## src/rtl/cvsc_pkg.sv

```systemverilog
package cvsc_pkg;

    localparam logic [4:0]  REG_ADDR_CONFIG  = 5'h07;
    localparam logic [15:0] CONFIG_RESET     = 16'h0000;

    localparam int          CAP_EN_POS       = 15;
    localparam int          TIMING_LSB       = 9;
    localparam int          TIMING_W         = 5;
    localparam int          STALL_CNT_LSB    = 6;
    localparam int          STALL_CNT_W      = 3;
    localparam int          SLOT_PTR_LSB     = 4;
    localparam int          AUTO_HOLD_POS    = 3;
    localparam int          CV_W             = 10;

    localparam logic [4:0]  TIMING_AUTO      = 5'h00;
    localparam logic [2:0]  STALL_CNT_ZERO   = 3'h0;
    localparam logic [2:0]  STALL_CNT_ONE    = 3'h1;
    localparam logic [1:0]  SLOT_RESET       = 2'h0;

    typedef enum logic [1:0] {
        CVSC_SLOT_A = 2'h0,
        CVSC_SLOT_B = 2'h1,
        CVSC_SLOT_C = 2'h2,
        CVSC_SLOT_D = 2'h3
    } cvsc_slot_type;

    typedef enum logic [1:0] {
        CVSC_ST_IDLE  = 2'h0,
        CVSC_ST_DELAY = 2'h1,
        CVSC_ST_AUTO  = 2'h2,
        CVSC_ST_DONE  = 2'h3
    } cvsc_state_type;

    typedef struct packed {
        logic                   cap_en;
        logic [TIMING_W-1:0]    timing;
        logic [STALL_CNT_W-1:0] stall_cnt;
        logic                   auto_hold;
    } cvsc_cfg_type;

    typedef struct packed {
        logic                   valid;
        cvsc_slot_type          slot;
        logic [CV_W-1:0]        data;
    } cvsc_sample_type;

endpackage

```

## src/rtl/cvsc_stall_detect.sv

```systemverilog
module cvsc_stall_detect (
    input  wire logic                                 i_clk,
    input  wire logic                                 i_rst_n,
    input  wire logic                                 i_enable,
    input  wire cvsc_pkg::cvsc_sample_type            i_sample,
    input  wire logic [cvsc_pkg::CV_W-1:0]            i_lower,
    input  wire logic [cvsc_pkg::CV_W-1:0]            i_upper,
    input  wire logic [cvsc_pkg::STALL_CNT_W-1:0]     i_threshold,
    output logic                                      o_detect
);

    logic [cvsc_pkg::STALL_CNT_W-1:0] run_cnt;
    logic [cvsc_pkg::STALL_CNT_W-1:0] thr_eff;
    logic                             out_of_range;
    logic                             hit;

    // A zero threshold behaves as one so the first bad sample already flags.
    assign thr_eff = (i_threshold == cvsc_pkg::STALL_CNT_ZERO) ?
                     cvsc_pkg::STALL_CNT_ONE : i_threshold;
    assign out_of_range = (i_sample.data < i_lower) || (i_sample.data > i_upper);
    assign hit = i_enable && i_sample.valid && out_of_range &&
                 ((run_cnt + cvsc_pkg::STALL_CNT_ONE) >= thr_eff);

    always_ff @(posedge i_clk) begin
        if (!i_rst_n || !i_enable) begin
            run_cnt <= cvsc_pkg::STALL_CNT_ZERO;
        end else if (i_sample.valid) begin
            if (!out_of_range || hit) begin
                run_cnt <= cvsc_pkg::STALL_CNT_ZERO;
            end else begin
                run_cnt <= run_cnt + cvsc_pkg::STALL_CNT_ONE;
            end
        end
    end

    always_ff @(posedge i_clk) begin
        if (!i_rst_n) begin
            o_detect <= 1'b0;
        end else begin
            o_detect <= hit;
        end
    end
endmodule

```

## src/rtl/cvsc_top.sv

```systemverilog
// Summary of operation
// Capture enable one allows coil voltage capture; zero blocks all capture.
// Sample after the timing field's count of PWM periods from zero step start.
// Host programs nonzero timing values larger than one PWM period only.
// Timing field zero samples automatically at the end of the zero step.
// Stall flag sets after stall count consecutive out-of-range samples.
// Out of range means outside the limits; in-range sample restarts counting.
// A stall count of zero behaves exactly like a count of one.
// Read-only two-bit pointer names the latest updated result slot A to D.
// With auto hold enabled, a stall sets the hold mode control bit.
// With auto hold disabled, a stall sets only the stall flag.
// Reserved bits read zero; writes to reserved and read-only bits are ignored.
module cvsc_top (
    input  wire logic                          I_CLK,
    input  wire logic                          I_RST_N,
    input  wire logic                          I_REG_WR,
    input  wire logic                          I_REG_RD,
    input  wire logic [4:0]                    I_REG_ADDR,
    input  wire logic [15:0]                   I_REG_WDATA,
    input  wire logic                          I_PWM_TICK,
    input  wire logic                          I_ZERO_START,
    input  wire logic                          I_ZERO_END,
    input  wire cvsc_pkg::cvsc_sample_type     I_CV_RESULT,
    input  wire logic [cvsc_pkg::CV_W-1:0]     I_LOWER_LIMIT,
    input  wire logic [cvsc_pkg::CV_W-1:0]     I_UPPER_LIMIT,
    input  wire logic                          I_STALL_CLR,
    output logic [15:0]                        O_REG_RDATA,
    output logic                               O_SAMPLE_STROBE,
    output logic                               O_STALL_FLAG,
    output logic                               O_HOLD_SET,
    output logic [1:0]                         O_LATEST_SLOT
);

    cvsc_pkg::cvsc_cfg_type            cfg;
    cvsc_pkg::cvsc_state_type          state;
    cvsc_pkg::cvsc_state_type          next_state;
    logic [cvsc_pkg::TIMING_W-1:0]     pwm_cnt;
    logic [cvsc_pkg::TIMING_W-1:0]     next_pwm_cnt;
    logic                              next_strobe;
    logic                              cfg_wr;
    logic                              stall_detect;
    cvsc_pkg::cvsc_sample_type         sample_gated;
    logic [15:0]                       read_word;

    assign cfg_wr = I_REG_WR && (I_REG_ADDR == cvsc_pkg::REG_ADDR_CONFIG);

    // Only writable fields are stored, so reserved and pointer bits cannot be disturbed.
    always_ff @(posedge I_CLK) begin
        if (!I_RST_N) begin
            cfg <= '0;
        end else if (cfg_wr) begin
            cfg.cap_en    <= I_REG_WDATA[cvsc_pkg::CAP_EN_POS];
            cfg.timing    <= I_REG_WDATA[cvsc_pkg::TIMING_LSB +: cvsc_pkg::TIMING_W];
            cfg.stall_cnt <= I_REG_WDATA[cvsc_pkg::STALL_CNT_LSB +: cvsc_pkg::STALL_CNT_W];
            cfg.auto_hold <= I_REG_WDATA[cvsc_pkg::AUTO_HOLD_POS];
        end
    end

    always_comb begin
        read_word = cvsc_pkg::CONFIG_RESET;
        read_word[cvsc_pkg::CAP_EN_POS] = cfg.cap_en;
        read_word[cvsc_pkg::TIMING_LSB +: cvsc_pkg::TIMING_W] = cfg.timing;
        read_word[cvsc_pkg::STALL_CNT_LSB +: cvsc_pkg::STALL_CNT_W] = cfg.stall_cnt;
        read_word[cvsc_pkg::SLOT_PTR_LSB +: 2] = O_LATEST_SLOT;
        read_word[cvsc_pkg::AUTO_HOLD_POS] = cfg.auto_hold;
    end

    // Parity in bit 0 is left to the serial layer, so it reads zero here.
    always_ff @(posedge I_CLK) begin
        if (!I_RST_N) begin
            O_REG_RDATA <= cvsc_pkg::CONFIG_RESET;
        end else if (I_REG_RD && (I_REG_ADDR == cvsc_pkg::REG_ADDR_CONFIG)) begin
            O_REG_RDATA <= read_word;
        end else begin
            O_REG_RDATA <= cvsc_pkg::CONFIG_RESET;
        end
    end

    // A timing of one is not guarded; the host must not program it.
    always_comb begin
        next_state   = state;
        next_pwm_cnt = pwm_cnt;
        next_strobe  = 1'b0;
        case (state)
            cvsc_pkg::CVSC_ST_IDLE: begin
                if (I_ZERO_START) begin
                    next_pwm_cnt = '0;
                    next_state = (cfg.timing == cvsc_pkg::TIMING_AUTO) ?
                                 cvsc_pkg::CVSC_ST_AUTO : cvsc_pkg::CVSC_ST_DELAY;
                end
            end
            cvsc_pkg::CVSC_ST_DELAY: begin
                if (I_ZERO_END) begin
                    next_state = cvsc_pkg::CVSC_ST_IDLE;
                end else if (I_PWM_TICK) begin
                    next_pwm_cnt = pwm_cnt + 5'h01;
                    if (next_pwm_cnt == cfg.timing) begin
                        next_strobe = 1'b1;
                        next_state  = cvsc_pkg::CVSC_ST_DONE;
                    end
                end
            end
            cvsc_pkg::CVSC_ST_AUTO: begin
                if (I_ZERO_END) begin
                    next_strobe = 1'b1;
                    next_state  = cvsc_pkg::CVSC_ST_IDLE;
                end
            end
            cvsc_pkg::CVSC_ST_DONE: begin
                if (I_ZERO_END) begin
                    next_state = cvsc_pkg::CVSC_ST_IDLE;
                end
            end
            default: begin
                next_state = cvsc_pkg::CVSC_ST_IDLE;
            end
        endcase
        if (!cfg.cap_en) begin
            next_state  = cvsc_pkg::CVSC_ST_IDLE;
            next_strobe = 1'b0;
        end
    end

    always_ff @(posedge I_CLK) begin
        if (!I_RST_N) begin
            state   <= cvsc_pkg::CVSC_ST_IDLE;
            pwm_cnt <= '0;
        end else begin
            state   <= next_state;
            pwm_cnt <= next_pwm_cnt;
        end
    end

    always_ff @(posedge I_CLK) begin
        if (!I_RST_N) begin
            O_SAMPLE_STROBE <= 1'b0;
        end else begin
            O_SAMPLE_STROBE <= next_strobe;
        end
    end

    // Results arriving while capture is off are dropped entirely.
    always_comb begin
        sample_gated = I_CV_RESULT;
        sample_gated.valid = I_CV_RESULT.valid && cfg.cap_en;
    end

    always_ff @(posedge I_CLK) begin
        if (!I_RST_N) begin
            O_LATEST_SLOT <= cvsc_pkg::SLOT_RESET;
        end else if (sample_gated.valid) begin
            O_LATEST_SLOT <= sample_gated.slot;
        end
    end

    cvsc_stall_detect u_stall (
        .i_clk       (I_CLK),
        .i_rst_n     (I_RST_N),
        .i_enable    (cfg.cap_en),
        .i_sample    (sample_gated),
        .i_lower     (I_LOWER_LIMIT),
        .i_upper     (I_UPPER_LIMIT),
        .i_threshold (cfg.stall_cnt),
        .o_detect    (stall_detect)
    );

    // A detection in the clearing cycle wins so no stall is ever lost.
    always_ff @(posedge I_CLK) begin
        if (!I_RST_N) begin
            O_STALL_FLAG <= 1'b0;
        end else if (stall_detect) begin
            O_STALL_FLAG <= 1'b1;
        end else if (I_STALL_CLR) begin
            O_STALL_FLAG <= 1'b0;
        end
    end

    always_ff @(posedge I_CLK) begin
        if (!I_RST_N) begin
            O_HOLD_SET <= 1'b0;
        end else begin
            O_HOLD_SET <= stall_detect && cfg.auto_hold; // see R9
        end
    end
endmodule

```

## config.mk

```make
export PLATFORM = sky130hd
export DESIGN_NAME = cvsc_top
export DESIGN_NICKNAME = d
export VERILOG_FILES = /design/src/rtl/cvsc_pkg.sv /design/src/rtl/cvsc_stall_detect.sv /design/src/rtl/cvsc_top.sv
export SDC_FILE = /design/constraint.sdc
export NUM_CORES = 1
export LEC_CHECK = 0
export BUFFER_PORTS_ARGS = -buffer_cell sky130_fd_sc_hd__buf_2
export CAP_MARGIN = 20
export CORE_ASPECT_RATIO = 0.7
export CORE_UTILIZATION = 34
export DETAILED_ROUTE_END_ITERATION = 10
export PLACE_DENSITY = 0.68
export SLEW_MARGIN = 15
export SYNTH_ARGS = -nofsm -noshare
export SYNTH_HDL_FRONTEND = slang
export SYNTH_SLANG_ARGS = --single-unit
```

## constraint.sdc

```tcl
create_clock -name I_CLK -period 2.8 [get_ports I_CLK]
set_input_delay 0.42 -clock I_CLK [delete_from_list [all_inputs] [get_ports I_CLK]]
set_output_delay 0.42 -clock I_CLK [all_outputs]
set_load 0.03 [all_outputs]
```

==> results of run 1 <==
cell usage after synthesis, drive strengths merged (2+ instances only):
| library cell | n |
|---|---|
| and3 | 2 |
| o21a | 3 |
| nand4 | 4 |
| buf | 5 |
| nor3 | 4 |
| nor2 | 11 |
| clkbuf | 3 |
| a21oi | 11 |
| o21ai | 10 |
| and2 | 16 |
| nand3 | 9 |
| nand4b | 2 |
| xnor2 | 3 |
| ha | 28 |
| o31ai | 2 |
| a2bb2oi | 2 |
| nor2b | 19 |
| dfxtp | 38 |
| a31oi | 3 |
| a21boi | 5 |
| xor2 | 3 |
| mux2i | 11 |
| nand2 | 18 |
| inv | 25 |
per-stage QoR:
stage          instances  hold WS (ns)  setup WS, ns  utilization, %  power (uW)
6_report             422         0.377         0.542            44.3        1150
5_1_grt              422         0.367         0.427            44.3        1200
4_1_cts              422         0.364         0.556            44.3        1160
3_5_place_dp         414         0.474         0.576            42.5         687
3_3_place_gp         414         0.470         0.610            42.5         684
2_1_floorplan        259         0.432         0.753               -         633
cell families (layout without fill, tap and decap cells):
kind of cell,Yosys count,count (layout),share of synthesized area (%)
other,1,4,0.166
muxes,12,12,5.37
buffers and inverters,33,105,6.47
xor gates and xnor gates,6,6,2.32
AOI/OAI and AO/OA,46,46,13.8
DFF,38,38,33.6
and+or+nand+nor,92,92,22.8
adders and majority gates,28,28,15.5
final cells by class:
type	count	share of cell area, %
Clock buffer	5	2.45
Clock inverter	3	1.60
Timing Repair Buffer	72	12.8
Inverter	25	3.34
Multi-Input combinational cell	188	48.6
Tap cell	91	4.05
Sequential cell	38	27.1
power breakdown:
| group | internal [uW] | switching (uW) |
|---|---|---|
| registers | 541 | 1.31 |
| logic | 64.2 | 67.0 |
| clock network | 265 | 207 |
per-layer routing:
metal	track usage (%)	wire (um)	vias up
li1	-	-	1022
met1	20.4	2520	888
met2	24.2	2220	45
met3	4.20	237	5
met4	4.25	40	0
met5	0	0	-
worst max-delay path by stage:
| stage | end | depth (start not counted) |
|---|---|---|
| floorplan | u_stall.run_cnt[0] | 8 |
| global placement | u_stall.run_cnt[0] | 8 |
| detailed placement | u_stall.run_cnt[0] | 8 |
| CTS | u_stall.run_cnt[0] | 8 |
| global route | u_stall.run_cnt[0] | 8 |
| finish | u_stall.run_cnt[0] | 8 |
critical path, stage by stage, from the launching register on:
cell,delay (ns)
sky130_fd_sc_hd__dfxtp_1,0.34
sky130_fd_sc_hd__ha_1,0.24
sky130_fd_sc_hd__xor2_1,0.15
sky130_fd_sc_hd__ha_1,0.29
sky130_fd_sc_hd__a21oi_1,0.14
sky130_fd_sc_hd__o21ai_1,0.13
sky130_fd_sc_hd__or4_1,0.48
sky130_fd_sc_hd__o21ai_1,0.25
sky130_fd_sc_hd__mux2_2,0.20
registers in the layout (all words and copies together) (netlist names):
name,count
cfg,10
O_SAMPLE_STROBE,1
state,2
O_STALL_FLAG,1
O_LATEST_SLOT,2
pwm_cnt,5
u_stall.run_cnt,3
O_HOLD_SET,1
u_stall.o_detect,1
O_REG_RDATA,12
==> results, run 1 <==
- The flow ran to the end, and the final reports show no timing, DRC or antenna violations.
- STA puts the critical path data arrival time at 2.49 ns.
- The worst pin sits at a relative slew slack of 61.0%.
- The overall die area is 0.00699 mm2.
- The H-tree was split into 2 levels.
- The maximum count of clock buffers along a single path is 2.
- The die extent in y is 70.2 um.
- The number of cells traversed by the worst hold path is 3.
- Once layout is done, the placed cells without fillers occupy 0.00281 mm2.
- In this run the biggest area consumer among cell types represents 33.6% of the synthesized area.
- The largest area contributor in the netlist is sky130_fd_sc_hd__dfxtp_1.
- The reported leakage power is 0.00140 uW.
- In this run, post-CTS hold repair placed 0 buffers.
- The worst setup path is launched from a flip-flop.
- The number of synthesized flops with an enable pin is 0.
- The first TritonRoute pass finished after 4 iterations.
- The total grt overflow is 0.
- The sink count of the clock tree is 38.
- In this run the critical register-to-register path is launched from u_stall.run_cnt[0].
- The setup total negative slack is 0 ns.
- In this run the worst hold path is classified as input port to flip-flop.
- The logic depth of the worst register-to-register path is 8.
- By startpoint and endpoint, the worst setup path is classified as flip-flop to flip-flop.
- After filler insertion, the fill cell instance count of the layout stands at 629.
- The number of failing hold endpoints at the final stage is 0.
- The clock arrives with 0.00745 ns of skew.
- The max-slew violation total from the final report is 0.
- The number of post-CTS setup repair buffers is 0.
- The proportion of synthesized flip-flops having asynchronous set or reset is 0%.
- The cell at the root of the clock tree is sky130_fd_sc_hd__clkbuf_8.
- The floorplan die width is 99.5 um.
- The hold-critical path endpoint is O_LATEST_SLOT[1].
- The multi-input logic area is 0.00137 mm2.
- Setup violations remaining at the end of the flow were counted as 0.
- For this run, the top clock speed supported by timing is 443 MHz.
- The port buffer count is 72.
- The clock latency on the worst-skew pair is 0.29 ns.
- At the end of routability-driven placement, the weighted congestion stood at 0.852.
- The number of unique standard cell types used by synthesis is 51.
- The most used flip-flop cell after synthesis is sky130_fd_sc_hd__dfxtp_1.
- In this run the remaining antenna-violating nets after routing total 0.
- The estimated wirelength of the detail-placed design is 4020 um.
- The required time reported for the critical path endpoint is 3.04 ns.
- Once the floorplan was initialized, standard cells occupied 35.7% of the core.
- After layout, the minimum clock period comes to 2.26 ns.
- The diode insertion count for antenna repair is 0.
- The DRC violations left is 0.
- The DRC marker count from the first detailed-route iteration is 46.
- Dividing the final minimum period by the clock period gives 80.7%.
- After clock tree synthesis, the clock-pin slew on the worst setup and hold paths is 0.08 ns.
- The instance count of the mapped netlist is 256.
- The number of gates resized after CTS was 0.
- The standard-cell row count is 24.
- The maximum fanout count along the critical path is 4.
- The detailed router placed 1,960 vias in this run.
- The power density relative to cell area is 408 mW/mm2.
- The area growth from synthesis to layout is 24.2%.
- In this run, synthesis produced a sequential element count of 38.
- For the pin with the worst max-slew slack, the measured transition is 0.583 ns.
- The average detailed-routed wire length per instance is 11.9 um.
- Buffers inserted during clock tree synthesis total 5.
- The instance area after placement is 0.00270 mm2.
- The destination of the worst register-to-register timing path is u_stall.run_cnt[0].
- The total standard cell area after synthesis is 0.00226 mm2.
- The clock tree from TritonCTS is yes.
- In the layout the commonest cells are sky130_fd_sc_hd__buf_2, sky130_fd_sc_hd__dfxtp_1, sky130_fd_sc_hd__ha_1, sky130_fd_sc_hd__inv_1, sky130_fd_sc_hd__nor2b_1.
- For this run, the number of Yosys warnings is 0.
- The total of max-cap violations is 0.
- The type of destination of the critical path is a flip-flop.
- The critical path launch point is u_stall.run_cnt[0].
- Ranked by total cell area, the synthesized netlist is headed by sky130_fd_sc_hd__dfxtp_1, sky130_fd_sc_hd__ha_1, sky130_fd_sc_hd__nor2b_1.
- The share of the Yosys chip area taken by registers is 33.6%.
- Global routing consumed, over all layers together, 15.3% of the routing resources.
- The initial antenna violation count is 0.
- The final wirelength is 5020 um.
- The worst hold path begins at I_CV_RESULT[11].
- Setup repair after global routing left no endpoint under its margin.
- The wire length of the first global-routing pass is 8380 um.
- The setup check on the worst reg-to-reg path leaves a slack of 0.54 ns.
- The sequential cells in the finished layout cover a total of 761 um2.
- In the final design database the tool counted 420 nets.
- The I/O pin total is 83.
- Leaving out fill and tap cells, the most frequent cell in the layout is sky130_fd_sc_hd__buf_2.
- The floorplan step defined a core boundary enclosing 0.00634 mm2.
- The number of global-route vias before repair is 1,914.
- The post-route netlist has 26.9% of its cells at a drive strength greater than 1.
- IR analysis of the VDD net gives a maximum drop of 0.253 mV.
- The synthesized area divided by synthesized cell count is 8.84 um2.
- The maximum number of pins on one net before global-route repair is 24.
- In the routed layout, each cell is associated on average with a via count of 4.64.
Note: power is estimated with default switching activity, not from simulation.
==> run 2: changes to the inputs <==
- clock period: 2.8 -> 2.1 ns (I/O delays scaled with it)
==> results, run 2 (same netlist as run 1, synthesis figures left out) <==
- The slew of the pin with the lowest slew margin is 0.611 ns (+0.0279 ns).
- The final hold slack is 0.261 ns (-0.117 ns).
- The clock latency on the worst-skew pair is 0.30 ns (about the same).
- The routed via count divided by cell count is 4.68 (+0.85%).
- The reported leakage power came to 0.00143 uW (+2.1%).
- The initial core utilization is 35.7% (unchanged).
- The DRC violations left was 0 (unchanged).
- The count of buffering cells on the critical path with inverters included is 0 (unchanged).
- The DRC marker count from the first detailed-route iteration is 57 (+24%).
- The run finished with clean final reports.
- The required time reported for the critical path endpoint came to 2.35 ns (-0.69 ns).
- The switching fraction of total power was 24.4% (+0.40 points).
- The estimated wirelength of the detail-placed design is 4100 um (+2.1%).
- The number of cells traversed by the worst hold path is 3 (unchanged).
- The worst slew slack as a fraction of its limit came to 59.2% (-1.9 points).
- The number of nets with antenna violations after detailed routing is 0 (unchanged).
- The achievable clock frequency is 493 MHz (+11%).
- The maximum fanout count along the critical path was 3 (-1).
- The slack of the worst reg-to-reg path is 0.07 ns (-0.47 ns).
- The worst setup path category is flip-flop to flip-flop.
- The maximum vdd ir drop is 0.314 mV (+24%).
- The number of flip-flops under the largest register name was 12 (unchanged).
- The worst setup path is captured at a flip-flop.
- The total global routing track utilization came to 15.5% (+0.25 points).
- The wire length of the first global-routing pass is 8430 um (+0.57%).
- The number of buffers inserted during clock tree synthesis is 5 (unchanged).
- The average detailed-routed wire length per instance is 12.0 um (+0.54%).
- The total grt overflow is 0 (unchanged).
- The area growth from synthesis to layout is 27.8%.
- The total power is 1540 uW (+35%).
- The overall die area is 0.00699 mm2 (unchanged).
- The placed instance count is 419 (+1.2%).
- The die extent in y is 70.2 um (unchanged).
- The power density relative to cell area is 533 mW/mm2 (+31%).
- The share of total power in sequential cells was 46.9% (-0.5 points).
- The worst setup timing slack at the placement stage came to -0.0122 ns (-0.588 ns).
- The number of nets in the finished design is 425 (+1.2%).
- The count of final setup violators is 0 (unchanged).
- The part of the cycle the worst path needs is 96.6% (+16 points).
- The clock-pin slew reported for the worst setup and hold paths after clock tree synthesis was 0.08 ns (about the same).
- The clock group share of total power is 41.3% (about the same).
- The final wirelength was 5110 um (+1.7%).
- STA classifies the critical path startpoint as a flip-flop.
- The hold path startpoint is I_CV_RESULT[10].
- The share of cells above drive strength 1 is 30.4% (+3.5 points).
- The combinational cell fraction of total power is 11.8% (+0.3 points).
- The library cell contributing the largest single delay on the critical path is sky130_fd_sc_hd__or4_4.
- The standard-cell row count is 24 (unchanged).
- The floorplan die width is 99.5 um (unchanged).
- The largest registers in the layout are O_REG_RDATA x12, cfg x10, pwm_cnt x5.
- Walking the worst path, the cells encountered are ha_4, xor2_1, ha_1, a21oi_2, o21ai_2, or4_4, o21ai_4, mux2_4.
- The net switching component of the power is 376 uW (+37%).
- The sink count of the clock tree came to 38 (unchanged).
- The maximum level of the CTS H-tree is 2 (unchanged).
- The library cell used most frequently in the layout, excluding fill and tap cells, is sky130_fd_sc_hd__buf_2.
- The post-layout worst setup margin is 0.0717 ns (-0.470 ns).
- The total via count after detailed routing is 2,000 (+2.0%).
- The destination of the worst register-to-register timing path is u_stall.run_cnt[0].
- Setup repair after global routing could not meet its margin everywhere.
- The I/O pin total is 83 (unchanged).
- The number of iterations in the first detailed-routing pass was 4 (unchanged).
- The start of the worst register-to-register path is u_stall.run_cnt[0].
- The area of the core is 0.00634 mm2 (unchanged).
- The setup total negative slack is 0 ns (unchanged).
- The cell class contributing the biggest share of worst-path delay is adder cells.
- The path class of the lowest-slack min-delay path is input port to flip-flop.
- The total of max-cap violations came to 0 (unchanged).
- TritonCTS built the clock tree.
- The number of failing hold endpoints at the final stage is 0 (unchanged).
- The minimum clock period after layout was 2.03 ns (-0.230 ns).
- The maximum count of clock buffers along a single path was 2 (unchanged).
- The library cells used most frequently in the layout, excluding fill and tap cells, are sky130_fd_sc_hd__buf_2, sky130_fd_sc_hd__dfxtp_1, sky130_fd_sc_hd__ha_1, sky130_fd_sc_hd__inv_1, sky130_fd_sc_hd__nor2b_1.
- The number of post-CTS setup repair buffers came to 0 (unchanged).
- The initial antenna violation count came to 0 (unchanged).
- The weighted congestion reported at the end of routability-driven placement is 0.859 (+0.82%).
- The cts-stage hold buffer count is 0 (unchanged).
- The worst stage delay on the critical path is 0.43 ns (-0.05 ns).
- The arrival time of data at the critical path endpoint is 2.27 ns (-0.22 ns).
- The diode insertion count for antenna repair is 0 (unchanged).
- The number of standard cells in the layout, taps in and fillers out is 427 (+1.2%).
- The logic depth of the worst register-to-register path is 8 (unchanged).
- The internal power contribution came to 1160 uW (+34%).
- The port buffer count came to 72 (unchanged).
- For hold timing, the worst endpoint is O_LATEST_SLOT[0].
- The maximum number of pins on one net before global-route repair is 23 (-4.2%).
- The number of global-route vias before repair is 1,853 (-3.2%).
- The max-slew violation total from the final report is 0 (unchanged).
- The cell at the root of the clock tree is sky130_fd_sc_hd__clkbuf_8.
- Counting flops per register, the top entry is O_REG_RDATA.
- The worst setup skew after layout is 0.00514 ns (-0.00231 ns).
-- run 2: power groups by stage --
stage	clock network [uW]	logic, uW	registers, uW
finish	635	182	723
global route	680	209	724
CTS	649	183	723
detailed placement	0	182	740
global placement	0	176	740
floorplan	0	104	740
-- run 2: repair_timing --
item                                    in CTS  in global routing
pin swaps                                    0                  5
endpoints found under the setup margin       3                  4
endpoints found under the hold margin        0                  0
resized for setup                            1                 10
-- run 2: worst max path at each step --
stage / cells after the start / slack [ns] / endpoint / from
finish: 8 / 0.07 / u_stall.run_cnt[0] / u_stall.run_cnt[0]
global route: 8 / -0.002 / u_stall.run_cnt[0] / u_stall.run_cnt[0]
CTS: 8 / 0.008 / u_stall.run_cnt[0] / u_stall.run_cnt[0]
detailed placement: 8 / -0.01 / u_stall.run_cnt[0] / u_stall.run_cnt[0]
global placement: 8 / 0.01 / u_stall.run_cnt[0] / u_stall.run_cnt[0]
floorplan: 8 / 0.05 / u_stall.run_cnt[0] / u_stall.run_cnt[0]
-- run 2: layer usage --
metal	routed length, um	GRT usage [%]	vias to the layer above
met1	2510	20.9	914
met3	264	4.30	7
met2	2280	24.4	48
li1	-	-	1031
met4	55	4.08	0
met5	0	0	-
-- run 2: through the flow --
step | util, % | cell area (um2)
after detailed placement | 43.1 | 2730
final | 45.6 | 2890
after global placement | 43.1 | 2730
after CTS | 45.0 | 2850
after floorplan | - | 2270
after global routing | 45.6 | 2890
-- run 2: final cells by class --
cell class | instances | area, um2
clock buffers | 5 | 68.8
clock inverters | 3 | 45.0
fillers | 635 | 3450
inverters | 25 | 93.8
multi-input cells | 188 | 1410
flip-flops and latches | 38 | 763
well taps | 91 | 114
repair buffers | 77 | 398
-- run 2: worst reg2reg max path, cell delays in order (launching register included) --
cell                      delay [ns]
sky130_fd_sc_hd__dfxtp_2        0.34
sky130_fd_sc_hd__ha_4           0.16
sky130_fd_sc_hd__xor2_1         0.15
sky130_fd_sc_hd__ha_1           0.33
sky130_fd_sc_hd__a21oi_2        0.15
sky130_fd_sc_hd__o21ai_2        0.07
sky130_fd_sc_hd__or4_4          0.43
sky130_fd_sc_hd__o21ai_4        0.19
sky130_fd_sc_hd__mux2_4         0.16
==> run 3: changes to the inputs <==
- clock period: 2.1 -> 2.3 ns (I/O delays scaled with it)
==> results, run 3 (same netlist as run 1, synthesis figures left out) <==
- Setup repair after global routing left no endpoint under its margin.
- The logic depth of the worst register-to-register path is 8 (unchanged).
- The number of post-CTS setup repair buffers was 0 (unchanged).
- The count of final setup violators is 0 (unchanged).
- The die extent in y is 70.2 um (unchanged).
- The maximum level of the CTS H-tree was 2 (unchanged).
- The number of inserted filler cells in the final layout is 631 (-0.63%).
- The initial core utilization came to 35.7% (unchanged).
- The largest registers in the layout are O_REG_RDATA x12, cfg x10, pwm_cnt x5.
- The critical path ends at u_stall.run_cnt[0].
- STA classifies the critical path startpoint as a flip-flop.
- The area of the core was 0.00634 mm2 (unchanged).
- The slew of the pin with the lowest slew margin is 0.601 ns (-0.00970 ns).
- The floorplan die width is 99.5 um (unchanged).
- The max-slew violation total from the final report was 0 (unchanged).
- The number of nets in the finished design is 421 (-0.94%).
- TritonCTS built the clock tree.
- The worst slew slack as a fraction of its limit was 59.8% (+0.65 points).
- The weighted congestion reported at the end of routability-driven placement is 0.841 (-2.2%).
- The diode insertion count for antenna repair is 0 (unchanged).
- The run finished with clean final reports.
- The worst setup skew after layout is 0.00974 ns (+0.00460 ns).
- The clock latency on the worst-skew pair was 0.30 ns (about the same).
- In this run the worst hold path is classified as input port to flip-flop.
- The power density relative to cell area is 494 mW/mm2 (-7.3%).
- The combinational cell fraction of total power is 11.7% (about the same).
- The number of global-route vias before repair came to 1,932 (+4.3%).
- The DRC marker count from the first detailed-route iteration is 67 (+18%).
- The achievable clock frequency is 450 MHz (-8.7%).
- The critical path starts at u_stall.run_cnt[0].
- The setup total negative slack came to 0 ns (unchanged).
- The final hold slack came to 0.303 ns (+0.0418 ns).
- The maximum vdd ir drop is 0.254 mV (-19%).
- The clock group share of total power came to 41.0% (-0.3 points).
- The startpoint identified for the worst register-to-register timing path is u_stall.run_cnt[0].
- The total of max-cap violations is 0 (unchanged).
- The required time reported for the critical path endpoint is 2.54 ns (+0.19 ns).
- The worst setup path category is flip-flop to flip-flop.
- The switching fraction of total power is 24.1% (-0.33 points).
- Counting flops per register, the top entry is O_REG_RDATA.
- The DRC violations left is 0 (unchanged).
- The sink count of the clock tree is 38 (unchanged).
- The number of failing hold endpoints at the final stage is 0 (unchanged).
- The part of the cycle the worst path needs came to 96.6% (about the same).
- The total grt overflow was 0 (unchanged).
- The leading cell type in the layout, fill and taps excluded is sky130_fd_sc_hd__buf_2.
- The worst setup timing slack at the placement stage is 0.0404 ns (+0.0527 ns).
- The share of cells above drive strength 1 is 28.3% (-2.0 points).
- The post-layout worst setup margin is 0.0778 ns (+0.00618 ns).
- The reported leakage power is 0.00141 uW (-1.4%).
- The number of iterations in the first detailed-routing pass is 4 (unchanged).
- The number of flip-flops under the largest register name is 12 (unchanged).
- The maximum number of pins on one net before global-route repair is 23 (unchanged).
- The number of buffers inserted during clock tree synthesis is 5 (unchanged).
- The estimated wirelength of the detail-placed design is 4140 um (+0.92%).
- The maximum count of clock buffers along a single path is 2 (unchanged).
- The wire length of the first global-routing pass is 8610 um (+2.1%).
- The overall die area came to 0.00699 mm2 (unchanged).
- The total global routing track utilization was 15.6% (+0.13 points).
- The port buffer count came to 72 (unchanged).
- The minimum clock period after layout is 2.22 ns (+0.194 ns).
- The routed via count divided by cell count was 4.59 (-2.1%).
- The standard-cell row count came to 24 (unchanged).
- The internal power contribution is 1060 uW (-8.9%).
- The area growth from synthesis to layout is 25.1%.
- The cell at the root of the clock tree is sky130_fd_sc_hd__clkbuf_8.
- The average detailed-routed wire length per instance was 12.1 um (+1.5%).
- The library cells used most frequently in the layout, excluding fill and tap cells, are sky130_fd_sc_hd__buf_2, sky130_fd_sc_hd__dfxtp_1, sky130_fd_sc_hd__ha_1, sky130_fd_sc_hd__inv_1, sky130_fd_sc_hd__nor2b_1.
- The net switching component of the power came to 337 uW (-10%).
- The arrival time of data at the critical path endpoint is 2.46 ns (+0.19 ns).
- The number of nets with antenna violations after detailed routing was 0 (unchanged).
- The maximum fanout count along the critical path is 4 (+1).
- The slack of the worst reg-to-reg path is 0.08 ns (about the same).
- The I/O pin total is 83 (unchanged).
- The share of total power in sequential cells is 47.3% (+0.4 points).
- The destination of the worst register-to-register timing path is u_stall.run_cnt[0].
- The total via count after detailed routing is 1,940 (-3.0%).
- STA classifies the critical path endpoint as a flip-flop.
- The final wirelength is 5140 um (+0.59%).
- The clock-pin slew reported for the worst setup and hold paths after clock tree synthesis is 0.08 ns (about the same).
- The initial antenna violation count came to 0 (unchanged).
[run 3: worst max-delay path, cell delays in order (launching register included)]
cell and delay (ns):
sky130_fd_sc_hd__dfxtp_2 0.34, sky130_fd_sc_hd__ha_1 0.23, sky130_fd_sc_hd__xor2_1 0.15, sky130_fd_sc_hd__ha_1 0.31, sky130_fd_sc_hd__a21oi_2 0.16, sky130_fd_sc_hd__o21ai_2 0.09, sky130_fd_sc_hd__or4_1 0.50, sky130_fd_sc_hd__o21ai_2 0.21
sky130_fd_sc_hd__mux2_2 0.17
[run 3: cell type report]
class                      instances  area (um2)  share of cell area [%]
clock buffer                       5        68.8                    2.43
tap                               91         114                    4.02
inverter                          25        93.8                    3.32
clock inverter                     3        45.0                    1.59
timing repair buffer              73         368                    13.0
sequential                        38         762                    26.9
multi-input combinational        188        1380                    48.7
[run 3: power by group through the flow]
stage | Combinational [uW] | Sequential, uW | Clock, uW
finish | 164 | 660 | 573
detailed placement | 163 | 676 | 0
floorplan | 95.3 | 676 | 0
global placement | 158 | 676 | 0
CTS | 165 | 660 | 588
global route | 190 | 661 | 620
[run 3: repair_timing]
action                                  4_1_cts  5_1_grt
resized for setup                             1        3
pin swaps                                     0        1
endpoints found under the setup margin        1        2
hold buffers                                  0        0
[run 3: worst min path at each step]
stage / startpoint / endpoint / slack (ns) / cells after the start
after floorplan: u_stall.o_detect / O_STALL_FLAG / 0.43 / 1
after global placement: u_stall.run_cnt[1] / u_stall.run_cnt[1] / 0.47 / 1
after detailed placement: cfg[0] / O_REG_RDATA[3] / 0.46 / 1
after CTS: I_CV_RESULT[11] / O_LATEST_SLOT[1] / 0.29 / 3
after global routing: I_REG_WDATA[9] / cfg[4] / 0.30 / 3
final: I_REG_WDATA[7] / cfg[2] / 0.30 / 3
[run 3: stage by stage]
| step | instances | power (uW) | util, % | cell area [um2] |
|---|---|---|---|---|
| after detailed placement | 415 | 839 | 42.7 | 2700 |
| after global routing | 423 | 1470 | 44.6 | 2830 |
| after CTS | 423 | 1410 | 44.5 | 2820 |
| final | 423 | 1400 | 44.6 | 2830 |
| after global placement | 415 | 834 | 42.7 | 2700 |
| after floorplan | 259 | 771 | - | 2270 |
[run 3: routing by layer]
metal	global-route usage (%)	share of wire, %	vias to the layer above
met3	3.90	3.6	5
li1	-	-	1020
met4	4.41	1.0	0
met5	0	0	-
met2	24.8	45	33
met1	21.1	51	882
